--- src/design/ufc_pkg.sv ---
// Package for the UART FIFO control block: offsets, fields, types
package ufc_pkg;
  // Register byte addresses (APB, one word each)
  localparam logic [7:0] ufc_addr_data = 8'h00;  // Read pops rx FIFO, write pushes tx FIFO
  localparam logic [7:0] ufc_addr_ier = 8'h04;   // interrupt_enable_reg
  localparam logic [7:0] ufc_addr_fcr = 8'h08;   // fifo_control (write) / interrupt_identification (read)
  localparam logic [7:0] ufc_addr_lsr = 8'h14;   // line_status_reg
  localparam logic [7:0] ufc_addr_irq_status = 8'h20;
  localparam logic [7:0] ufc_addr_irq_mask = 8'h24;
  localparam logic [7:0] ufc_addr_tx_level = 8'h28;
  localparam logic [7:0] ufc_addr_rx_level = 8'h2c;
  // fifo_control fields
  localparam int ufc_fcr_enable_bit = 0;
  localparam int ufc_fcr_rx_flush_bit = 1;
  localparam int ufc_fcr_tx_flush_bit = 2;
  localparam int ufc_fcr_trig_lo = 6;
  // interrupt_enable_reg fields
  localparam int ufc_ier_rx_bit = 0;
  localparam int ufc_ier_tx_bit = 1;
  localparam int ufc_ier_rls_bit = 2;
  // line_status_reg fields
  localparam int ufc_lsr_dr_bit = 0;
  localparam int ufc_lsr_oe_bit = 1;
  localparam int ufc_lsr_pe_bit = 2;
  localparam int ufc_lsr_fe_bit = 3;
  localparam int ufc_lsr_bi_bit = 4;
  localparam int ufc_lsr_tx_data_request_flag_bit = 5;
  localparam int ufc_lsr_rx_fifo_error_flag_bit = 7;
  // Trigger thresholds for codes 00..11
  localparam logic [5:0] ufc_trig_1 = 6'h01;
  localparam logic [5:0] ufc_trig_8 = 6'h08;
  localparam logic [5:0] ufc_trig_16 = 6'h10;
  localparam logic [5:0] ufc_trig_32 = 6'h20;
  // Identification codes (bits 3:0)
  localparam logic [3:0] ufc_iid_none = 4'h1;
  localparam logic [3:0] ufc_iid_rls = 4'h6;
  localparam logic [3:0] ufc_iid_rda = 4'h4;
  localparam logic [3:0] ufc_iid_tout = 4'hc;
  localparam logic [3:0] ufc_iid_treq = 4'h2;
  localparam logic [1:0] ufc_mode_fifo = 2'h3;
  localparam logic [1:0] ufc_mode_plain = 2'h0;
  // Interrupt status bits
  localparam int ufc_ev_rda = 0;
  localparam int ufc_ev_treq = 1;
  localparam int ufc_ev_rls = 2;
  localparam int ufc_ev_tout = 3;
  localparam int ufc_ev_n = 4;
  localparam logic [2:0] ufc_ier_reset = 3'h0;
  localparam logic [1:0] ufc_trig_reset = 2'h0;

  // Received entry: data plus per-entry error bits
  typedef struct packed {
    logic [7:0] data;
    logic pe;
    logic fe;
    logic bi;
  } ufc_rx_entry_t;

  // Serial-side handshakes
  typedef struct packed {
    logic valid;
    ufc_rx_entry_t entry;
  } ufc_rx_in_t;

  typedef struct packed {
    logic valid;
    logic [7:0] data;
  } ufc_tx_out_t;
endpackage

--- src/design/ufc_fifo_control.sv ---
// UART FIFO control: tx/rx FIFOs, flushes, trigger level, identification, APB slave
//
// Operation
// - fifo_control is write-only; reads at its address return interrupt identification.
// - Trigger field bits 7:6 selects 1, 8, 16 or 32 bytes.
// - Tx flush bit 2 sets tx count to zero.
// - Tx flush sets tx data request flag; reports tx request if enabled.
// - Tx flush leaves the character being shifted out alone.
// - Tx flush bit self-clears; writing zero does nothing.
// - Rx flush bit 1 empties rx FIFO and clears data ready flag.
// - Rx flush clears per-entry error bits and FIFO error flag.
// - Rx flush keeps overrun, parity, framing and break flags set.
// - Rx flush leaves the receiver shift register alone.
// - Rx flush clears a pending received-data-available indication.
// - Rx flush bit self-clears; writing zero does nothing.
// - Bit 0 enables both FIFOs when one, disables both when zero.
// - Writing zero to enable bit discards both FIFOs.
// - Mode status reads 11 in FIFO mode, 00 otherwise.
// - Time-out indication cleared by reading rx FIFO or rx flush.
`timescale 1ns/1ps
`default_nettype none
module ufc_fifo_control #(
  parameter int depth = 32,
  parameter int cnt_w = 6,
  parameter int timeout_cycles = 64
) (
  input wire logic pclk,
  input wire logic presetn,
  input wire logic clk_en,
  input wire logic psel,
  input wire logic penable,
  input wire logic pwrite,
  input wire logic [7:0] paddr,
  input wire logic [31:0] pwdata,
  output logic [31:0] prdata,
  output logic pready,
  output logic pslverr,
  input wire ufc_pkg::ufc_rx_in_t rx_in,
  output logic rx_ready,
  output var ufc_pkg::ufc_tx_out_t tx_out,
  input wire logic tx_taken,
  input wire logic rx_overrun,
  output logic irq
);
  import ufc_pkg::*;

  // Register map, one word each, byte addresses:
  //   0x00 data: a read pops the rx FIFO, a write pushes the tx FIFO
  //   0x04 interrupt_enable_reg: rx data, tx request, line status
  //   0x08 fifo_control on write, interrupt_identification on read
  //   0x14 line_status_reg: a read clears overrun, parity, framing and break
  //   0x20 interrupt status, sticky, cleared by reading it
  //   0x24 interrupt mask, same layout as the status
  //   0x28 and 0x2c: live tx and rx entry counts
  // Unmapped addresses read zero and ignore writes; the bus never signals an error.

  // All block state in one record
  typedef struct packed {
    ufc_rx_entry_t [depth-1:0] rx_mem;
    logic [depth-1:0][7:0] tx_mem;
    logic [cnt_w-1:0] rx_cnt;
    logic [cnt_w-1:0] tx_cnt;
    logic [cnt_w-2:0] rx_rd;
    logic [cnt_w-2:0] tx_rd;
    logic fifo_en;
    logic [1:0] trig;
    logic [2:0] interrupt_enable_reg;
    logic oe;
    logic pe;
    logic fe;
    logic bi;
    logic tx_data_request_flag;
    logic tout;
    logic treq_pend;
    logic [15:0] idle_cnt;
    logic [ufc_ev_n-1:0] ists;
    logic [ufc_ev_n-1:0] imask;
    logic [31:0] rdata;
    logic ack;
  } ufc_state_t;

  ufc_state_t r;
  ufc_state_t next_r;

  logic acc;
  logic wr;
  logic rd;
  logic [cnt_w-1:0] cap;
  logic [5:0] trig_lvl;
  logic rx_push;
  logic tx_push;
  logic tx_pop;
  logic rx_pop;
  logic rx_flush;
  logic tx_flush;
  logic rda;
  logic rls;
  logic err_in_fifo;
  logic [3:0] iid;
  logic [cnt_w-2:0] rx_wr;
  logic [cnt_w-2:0] tx_wr;
  logic [ufc_ev_n-1:0] ev;
  logic [depth-1:0] err_vec;

  // One wait state: the first access cycle registers read data and read side effects;
  // pready follows one cycle later, so prdata already stands at the edge where the
  // master samples it, and writes land at that same edge. A frozen clock holds pready
  // low, so no request is answered while nothing can be taken.
  assign acc = psel && penable && !r.ack;
  assign pready = psel && penable && r.ack && clk_en;
  assign wr = pready && pwrite;
  assign rd = acc && !pwrite;
  assign pslverr = 1'b0;
  assign prdata = r.rdata;
  assign irq = |(r.ists & r.imask);

  // Non-FIFO mode behaves as a one-entry holding register
  assign cap = r.fifo_en ? cnt_w'(depth) : cnt_w'(1);

  // Trigger threshold decode
  always_comb begin
    case (r.trig)
      2'h0: trig_lvl = ufc_trig_1;
      2'h1: trig_lvl = ufc_trig_8;
      2'h2: trig_lvl = ufc_trig_16;
      default: trig_lvl = ufc_trig_32;
    endcase
  end

  // Flush strobes act only in the write cycle, so the bits never stay set
  assign rx_flush = wr && paddr == ufc_addr_fcr &&
    (pwdata[ufc_fcr_rx_flush_bit] || !pwdata[ufc_fcr_enable_bit]);
  assign tx_flush = wr && paddr == ufc_addr_fcr &&
    (pwdata[ufc_fcr_tx_flush_bit] || !pwdata[ufc_fcr_enable_bit]);

  assign rx_pop = rd && paddr == ufc_addr_data && r.rx_cnt != '0;
  assign tx_push = wr && paddr == ufc_addr_data && r.tx_cnt < cap;
  assign rx_ready = !rx_flush && r.rx_cnt < cap;
  // Shift register outside keeps running across a flush
  assign rx_push = rx_in.valid && rx_ready;
  // Head of the tx FIFO; one assignment keeps a single driver on the record
  assign tx_out = '{valid: r.tx_cnt != '0, data: r.tx_mem[r.tx_rd]};
  assign tx_pop = tx_taken && tx_out.valid && !tx_flush;
  assign rx_wr = (cnt_w - 1)'(r.rx_rd + r.rx_cnt[cnt_w-2:0]);
  assign tx_wr = (cnt_w - 1)'(r.tx_rd + r.tx_cnt[cnt_w-2:0]);

  // Error summary over live entries
  genvar gi;
  generate
    for (gi = 0; gi < depth; gi++) begin : g_err
      logic [cnt_w-2:0] ofs;
      ufc_rx_entry_t e;
      assign ofs = (cnt_w - 1)'(gi) - r.rx_rd;
      assign e = r.rx_mem[gi];
      assign err_vec[gi] = (cnt_w'(ofs) < r.rx_cnt) && (e.pe || e.fe || e.bi);
    end
  endgenerate
  assign err_in_fifo = |err_vec && r.fifo_en;

  // Interrupt sources and identification priority
  // Order: line status, then data available, then character time-out, then tx request.
  // Only the highest pending source is shown; reading the identification clears a
  // shown tx request and nothing else, so lower sources reappear once higher ones go.
  assign rls = r.interrupt_enable_reg[ufc_ier_rls_bit] && (r.oe || r.pe || r.fe || r.bi || err_in_fifo);
  assign rda = r.interrupt_enable_reg[ufc_ier_rx_bit] && (r.fifo_en ? r.rx_cnt >= cnt_w'(trig_lvl) : r.rx_cnt != '0);
  always_comb begin
    if (rls) begin
      iid = ufc_iid_rls;
    end else if (rda) begin
      iid = ufc_iid_rda;
    end else if (r.tout && r.interrupt_enable_reg[ufc_ier_rx_bit]) begin
      iid = ufc_iid_tout;
    end else if (r.treq_pend && r.interrupt_enable_reg[ufc_ier_tx_bit]) begin
      iid = ufc_iid_treq;
    end else begin
      iid = ufc_iid_none;
    end
  end

  assign ev = {r.tout, rls, r.treq_pend && r.interrupt_enable_reg[ufc_ier_tx_bit], rda};

  // Next state
  always_comb begin
    next_r = r;
    next_r.ack = acc;
    // Receive side
    if (rx_flush) begin
      next_r.rx_cnt = '0;
      next_r.rx_rd = '0;
      next_r.rx_mem = '0;
      next_r.tout = 1'b0;
    end else begin
      if (rx_push) begin
        next_r.rx_mem[rx_wr] = rx_in.entry;
      end
      if (rx_pop) begin
        next_r.rx_rd = (cnt_w - 1)'(r.rx_rd + 1'b1);
        next_r.tout = 1'b0;
      end
      next_r.rx_cnt = cnt_w'(r.rx_cnt + cnt_w'(rx_push) - cnt_w'(rx_pop));
    end
    // Character time-out: data waiting with no activity
    if (rx_push || rx_pop || rx_flush || r.rx_cnt == '0 || !r.fifo_en) begin
      next_r.idle_cnt = '0;
    end else if (r.idle_cnt == 16'(timeout_cycles)) begin
      next_r.tout = 1'b1;
    end else begin
      next_r.idle_cnt = 16'(r.idle_cnt + 1'b1);
    end
    // Line status flags set by receiver; flush does not touch them
    if (rx_overrun) begin
      next_r.oe = 1'b1;
    end
    if (rx_push && rx_in.entry.pe) begin
      next_r.pe = 1'b1;
    end
    if (rx_push && rx_in.entry.fe) begin
      next_r.fe = 1'b1;
    end
    if (rx_push && rx_in.entry.bi) begin
      next_r.bi = 1'b1;
    end
    // Transmit side
    if (tx_flush) begin
      next_r.tx_cnt = '0;
      next_r.tx_rd = '0;
      next_r.tx_data_request_flag = 1'b1;
      next_r.treq_pend = 1'b1;
    end else begin
      if (tx_push) begin
        next_r.tx_mem[tx_wr] = pwdata[7:0];
        next_r.treq_pend = 1'b0;
      end
      if (tx_pop) begin
        next_r.tx_rd = (cnt_w - 1)'(r.tx_rd + 1'b1);
      end
      next_r.tx_cnt = cnt_w'(r.tx_cnt + cnt_w'(tx_push) - cnt_w'(tx_pop));
      // Request data when half or less full
      next_r.tx_data_request_flag = (next_r.tx_cnt <= (cap >> 1));
      if (next_r.tx_data_request_flag && !r.tx_data_request_flag) next_r.treq_pend = 1'b1;
    end
    // Register writes; reserved bits are dropped
    if (wr) begin
      if (paddr == ufc_addr_fcr) begin
        next_r.fifo_en = pwdata[ufc_fcr_enable_bit];
        next_r.trig = pwdata[ufc_fcr_trig_lo+1:ufc_fcr_trig_lo];
      end else if (paddr == ufc_addr_ier) begin
        next_r.interrupt_enable_reg = pwdata[2:0];
      end else if (paddr == ufc_addr_irq_mask) begin
        next_r.imask = pwdata[ufc_ev_n-1:0];
      end
    end
    // Read data and read side effects
    next_r.rdata = '0;
    if (rd) begin
      if (paddr == ufc_addr_data) begin
        next_r.rdata[7:0] = r.rx_mem[r.rx_rd].data;
      end else if (paddr == ufc_addr_ier) begin
        next_r.rdata[2:0] = r.interrupt_enable_reg;
      end else if (paddr == ufc_addr_fcr) begin
        // Identification read; mode status bits 7:6
        next_r.rdata[7:6] = r.fifo_en ? ufc_mode_fifo : ufc_mode_plain;
        next_r.rdata[3:0] = iid;
        // A request raised in this very cycle is newer than the one being read out
        if (iid == ufc_iid_treq && !(next_r.tx_data_request_flag && !r.tx_data_request_flag)) begin
          next_r.treq_pend = 1'b0;
        end
      end else if (paddr == ufc_addr_lsr) begin
        next_r.rdata[ufc_lsr_dr_bit] = r.rx_cnt != '0;
        next_r.rdata[ufc_lsr_oe_bit] = r.oe;
        next_r.rdata[ufc_lsr_pe_bit] = r.pe;
        next_r.rdata[ufc_lsr_fe_bit] = r.fe;
        next_r.rdata[ufc_lsr_bi_bit] = r.bi;
        next_r.rdata[ufc_lsr_tx_data_request_flag_bit] = r.tx_data_request_flag;
        next_r.rdata[ufc_lsr_rx_fifo_error_flag_bit] = err_in_fifo;
        // Read clears the flags, but an error arriving in the same cycle survives
        next_r.oe = rx_overrun;
        next_r.pe = rx_push && rx_in.entry.pe;
        next_r.fe = rx_push && rx_in.entry.fe;
        next_r.bi = rx_push && rx_in.entry.bi;
      end else if (paddr == ufc_addr_irq_status) begin
        next_r.rdata[ufc_ev_n-1:0] = r.ists;
      end else if (paddr == ufc_addr_irq_mask) begin
        next_r.rdata[ufc_ev_n-1:0] = r.imask;
      end else if (paddr == ufc_addr_tx_level) begin
        next_r.rdata[cnt_w-1:0] = r.tx_cnt;
      end else if (paddr == ufc_addr_rx_level) begin
        next_r.rdata[cnt_w-1:0] = r.rx_cnt;
      end
    end
    // Sticky status: read clears, but a new event wins
    if (rd && paddr == ufc_addr_irq_status) begin
      next_r.ists = ev;
    end else begin
      next_r.ists = r.ists | ev;
    end
    // A flush withdraws the pending data-available indication
    if (rx_flush) begin
      next_r.ists[ufc_ev_rda] = 1'b0;
      next_r.ists[ufc_ev_tout] = 1'b0;
    end
  end

  // State register; clock enable freezes everything
  always_ff @(posedge pclk or negedge presetn) begin
    if (!presetn) begin
      r <= '0;
      r.tx_data_request_flag <= 1'b1;
    end else if (clk_en) begin
      r <= next_r;
    end
  end
endmodule
`default_nettype wire

--- config.mk ---
export PLATFORM = sky130hd
export DESIGN_NAME = ufc_fifo_control
export DESIGN_NICKNAME = d
export VERILOG_FILES = /design/src/design/ufc_pkg.sv /design/src/design/ufc_fifo_control.sv
export SDC_FILE = /design/constraint.sdc
export NUM_CORES = 1
export LEC_CHECK = 0
export BUFFER_PORTS_ARGS = -buffer_cell sky130_fd_sc_hd__buf_2
export CAP_MARGIN = 20
export CORE_ASPECT_RATIO = 0.9
export CORE_MARGIN = 2
export CORE_UTILIZATION = 25
export DETAILED_ROUTE_END_ITERATION = 12
export GPL_TIMING_DRIVEN = 0
export PLACE_DENSITY = 0.43
export SLEW_MARGIN = 20
export SYNTH_ARGS = -nofsm -noshare
export SYNTH_HDL_FRONTEND = slang
export SYNTH_SLANG_ARGS = --single-unit
export TNS_END_PERCENT = 100
--- constraint.sdc ---
create_clock -name pclk -period 5.2 [get_ports pclk]
set_input_delay 0.26 -clock pclk [delete_from_list [all_inputs] [get_ports pclk]]
set_output_delay 0.26 -clock pclk [all_outputs]
set_load 0.005 [all_outputs]
==> flow_summary.yaml <==
critical_path:
  required_ps: 5740
  critPathBufInv: 4
  cp.arrival_ps: 5390
  r2r_slack_ps: 350
  worst-setup-path-type: "reg2reg"
  reg2reg_depth: 16
  critical-path-slowest-cell: "dfrtp_2"
  reg2reg_to: "prdata[2]"
  max_stage_delay_ps: 550
  start_kind: "flip-flop"
  cp_top_family: "simple AND/OR/NAND/NOR gates"
  cp_max_fo: 11
  r2r_start: "r[76]"
  path_cells: "buf_2 > clkbuf_4 > inv_1 > ha_1 > a21boi_0 > xnor2_1 > inv_1 > ha_1 > nor3_1 > nor4_1 > o2111ai_1 > nor4b_2 > nand4_2 > a21oi_4 > nand4_1 > and3_1"
  end_kind: "flip-flop"
timing:
  report.final.slew_viol_count: 0
  hold_viol: 0
  fin_skew_ps: 31.5
  finalSetupViolCount: 0
  slew_headroom_pct: 26.7
  holdWs_ps: 36.4
  min_period_ps: 4850
  rsz0062_at_grt: "no"
  tns_ps: 0
  timing.final.crit_share_pct: 93.2
  fmax_mhz: 206
  worst_pin_slew_ps: 1090
cells_and_area:
  drive_gt1_share_pct: 18.1
  layout_commonest_cell: "nand2_1"
  register_area_mm2: 0.0169
  antenna_cells: 0
  fillers: 14600
  syn2layout_area_growth_pct: 15.9
  final_cell_area_mm2: 0.0405
  layout_common_cells: "nand2_1, dfrtp_1, o21ai_0"
  multi_input_area_mm2: 0.0167
  fin_nets: 3597
clocking:
  clkSinkCount: 676
  htreeDepth: 3
  cts_made_buffers: 75
  clk_latency_ps: 670
  clkSlewWorstSetupHoldPaths_ps: 70
  cts_tree: "yes"
  postCtsSetupRepairBufs: 0
  cts_root_buffer: "clkbuf_16"
  clockBufferDepth: 3
yosys:
  netlist_instances: 3251
  yosysUniqueCellTypes: 81
  async_reset_ff_share_pct: 100
  yosysSeqAreaShare_pct: 48.4
  synth_edf_count: 0
  ys_seq_elements: 676
  ys.flop_type: "dfrtp_1"
  syn-cell-area_mm2: 0.0350
  yosys_warnings: 0
  synth_area_per_cell_um2: 10.8
die:
  die_y_um: 359
  die_area_mm2: 0.143
  start_util_pct: 25.1
  io_pins: 105
  rows: 130
  die_w_um: 398
  core_mm2: 0.139
global_route:
  grt_pass1_wl_mm: 174
  grt_start_max_net_pins: 91
  antenna_found_initial: 4
  grt_pass1_vias: 25500
  track_usage_pct: 16.4
  overflow: 0
min_path:
  hold_path.class: "in2async"
power_and_ir_drop:
  irDropWorstVdd_mv: 0.216
  p_per_area_mw_per_mm2: 453
  p_leak_nw: 17.7
run_status:
  status: "finished, final reports clean"
place:
  hpwl_mm: 83.2
  place_area_mm2: 0.0378
  portBuffers: 48
  place_congestion: 0.811
route:
  dr_total_vias: 25300
  wirelength_mm: 117
  first_iter_violations: 1855
  drc: 0
  first_pass_iters: 5
  post_drt_wl_per_cell_um: 22.0
  drt-vias-per-instance: 4.74
  ant_nets: 0
job:
  maxCapViolCount: 0
synthesized netlist by cell type (6+ instances only):
master / instances / area, um^2
buf_2: 15 / 75.1
nand3_1: 25 / 125
nand2_1: 795 / 2980
o21ai_1: 105 / 526
mux4_2: 160 / 3600
nand2_2: 17 / 106
nand4_1: 14 / 87.6
and3_1: 6 / 37.5
xnor2_1: 36 / 315
nor3_1: 52 / 260
mux2_1: 112 / 1260
a221oi_1: 9 / 78.8
buf_1: 43 / 161
o21a_1: 6 / 45.0
a22o_1: 8 / 70.1
a21o_1: 15 / 113
a211oi_1: 8 / 60.1
nor4_1: 7 / 43.8
inv_1: 57 / 214
nor2b_1: 13 / 81.3
buf_4: 46 / 345
a21oi_1: 41 / 205
mux2i_1: 14 / 140
nor2_4: 25 / 282
xor2_1: 23 / 201
mux2_2: 145 / 1630
o22ai_1: 7 / 43.8
o21ai_0: 300 / 1500
nor2_1: 87 / 327
buf_6: 9 / 101
ha_1: 109 / 1360
dfrtp_1: 675 / 16900
clkbuf_1: 144 / 541
where the power goes:
part           total [mW]  switching [mW]  internal, mW
sequential           7.02           0.688          6.34
clock                5.56            2.36          3.19
combinational        5.76            3.65          2.12
final cells by class:
| type | count | area share, % |
|---|---|---|
| Tap cell | 1848 | 5.71 |
| Inverter | 61 | 0.565 |
| Clock buffer | 111 | 5.51 |
| Timing Repair Buffer | 72 | 1.54 |
| Clock inverter | 19 | 0.704 |
| Buffer | 256 | 3.04 |
| Sequential cell | 676 | 41.8 |
| Multi-Input combinational cell | 2281 | 41.2 |
per-layer routing:
| layer | wire (um) | global-route usage (%) | up-vias |
|---|---|---|---|
| met3 | 5480 | 2.61 | 149 |
| li1 | - | - | 11600 |
| met4 | 2500 | 3.65 | 0 |
| met5 | 0 | 0.0661 | - |
| met1 | 54700 | 23.1 | 12900 |
| met2 | 54300 | 26.3 | 561 |
registers in the layout (all words and copies together) (netlist names):
signal,count
ev,1
g_err.e,352
prdata,8
r,315
what timing repair did:
action | 4_1_cts | 5_1_grt
setup endpoints to repair | 236 | 3
hold endpoints to repair | 135 | 0
gates resized for setup | 3 | 3
pin swaps | 0 | 0
hold buffers | 15 | 0
kinds of logic after synthesis:
kind of cell / synth area share, %
buffers and inverters: 4.16
other: 0.0107
muxes: 19.0
adders and majority gates: 4.19
DFF: 48.4
AOI/OAI and AO/OA: 8.91
and+or+nand+nor: 13.9
xor gates and xnor gates: 1.48
worst max path at each step:
| stage | from | cells past startpoint | slack, ps | end |
|---|---|---|---|---|
| 2_1_floorplan | r[78] | 17 | 1170 | prdata[1] |
| 3_3_place_gp | presetn | 1 | -12110 | g_err[10].e[9] |
| 3_5_place_dp | r[76] | 16 | -880 | prdata[2] |
| 4_1_cts | r[76] | 16 | 100 | prdata[2] |
| 5_1_grt | r[76] | 16 | 40 | prdata[2] |
| 6_report | r[76] | 16 | 350 | prdata[2] |
metrics by stage:
stage                     setup WS [ps]  instances  util (%)  power, mW
after floorplan                    1170       3275         -       10.8
after global placement           -12110       5171      27.0       12.8
after detailed placement           -875       5180      27.2       12.9
after CTS                          97.5       5324      29.1       18.6
after global routing               44.8       5324      29.1       19.5
final                               353       5324      29.1       18.3
(Power assumes the default switching activity.)
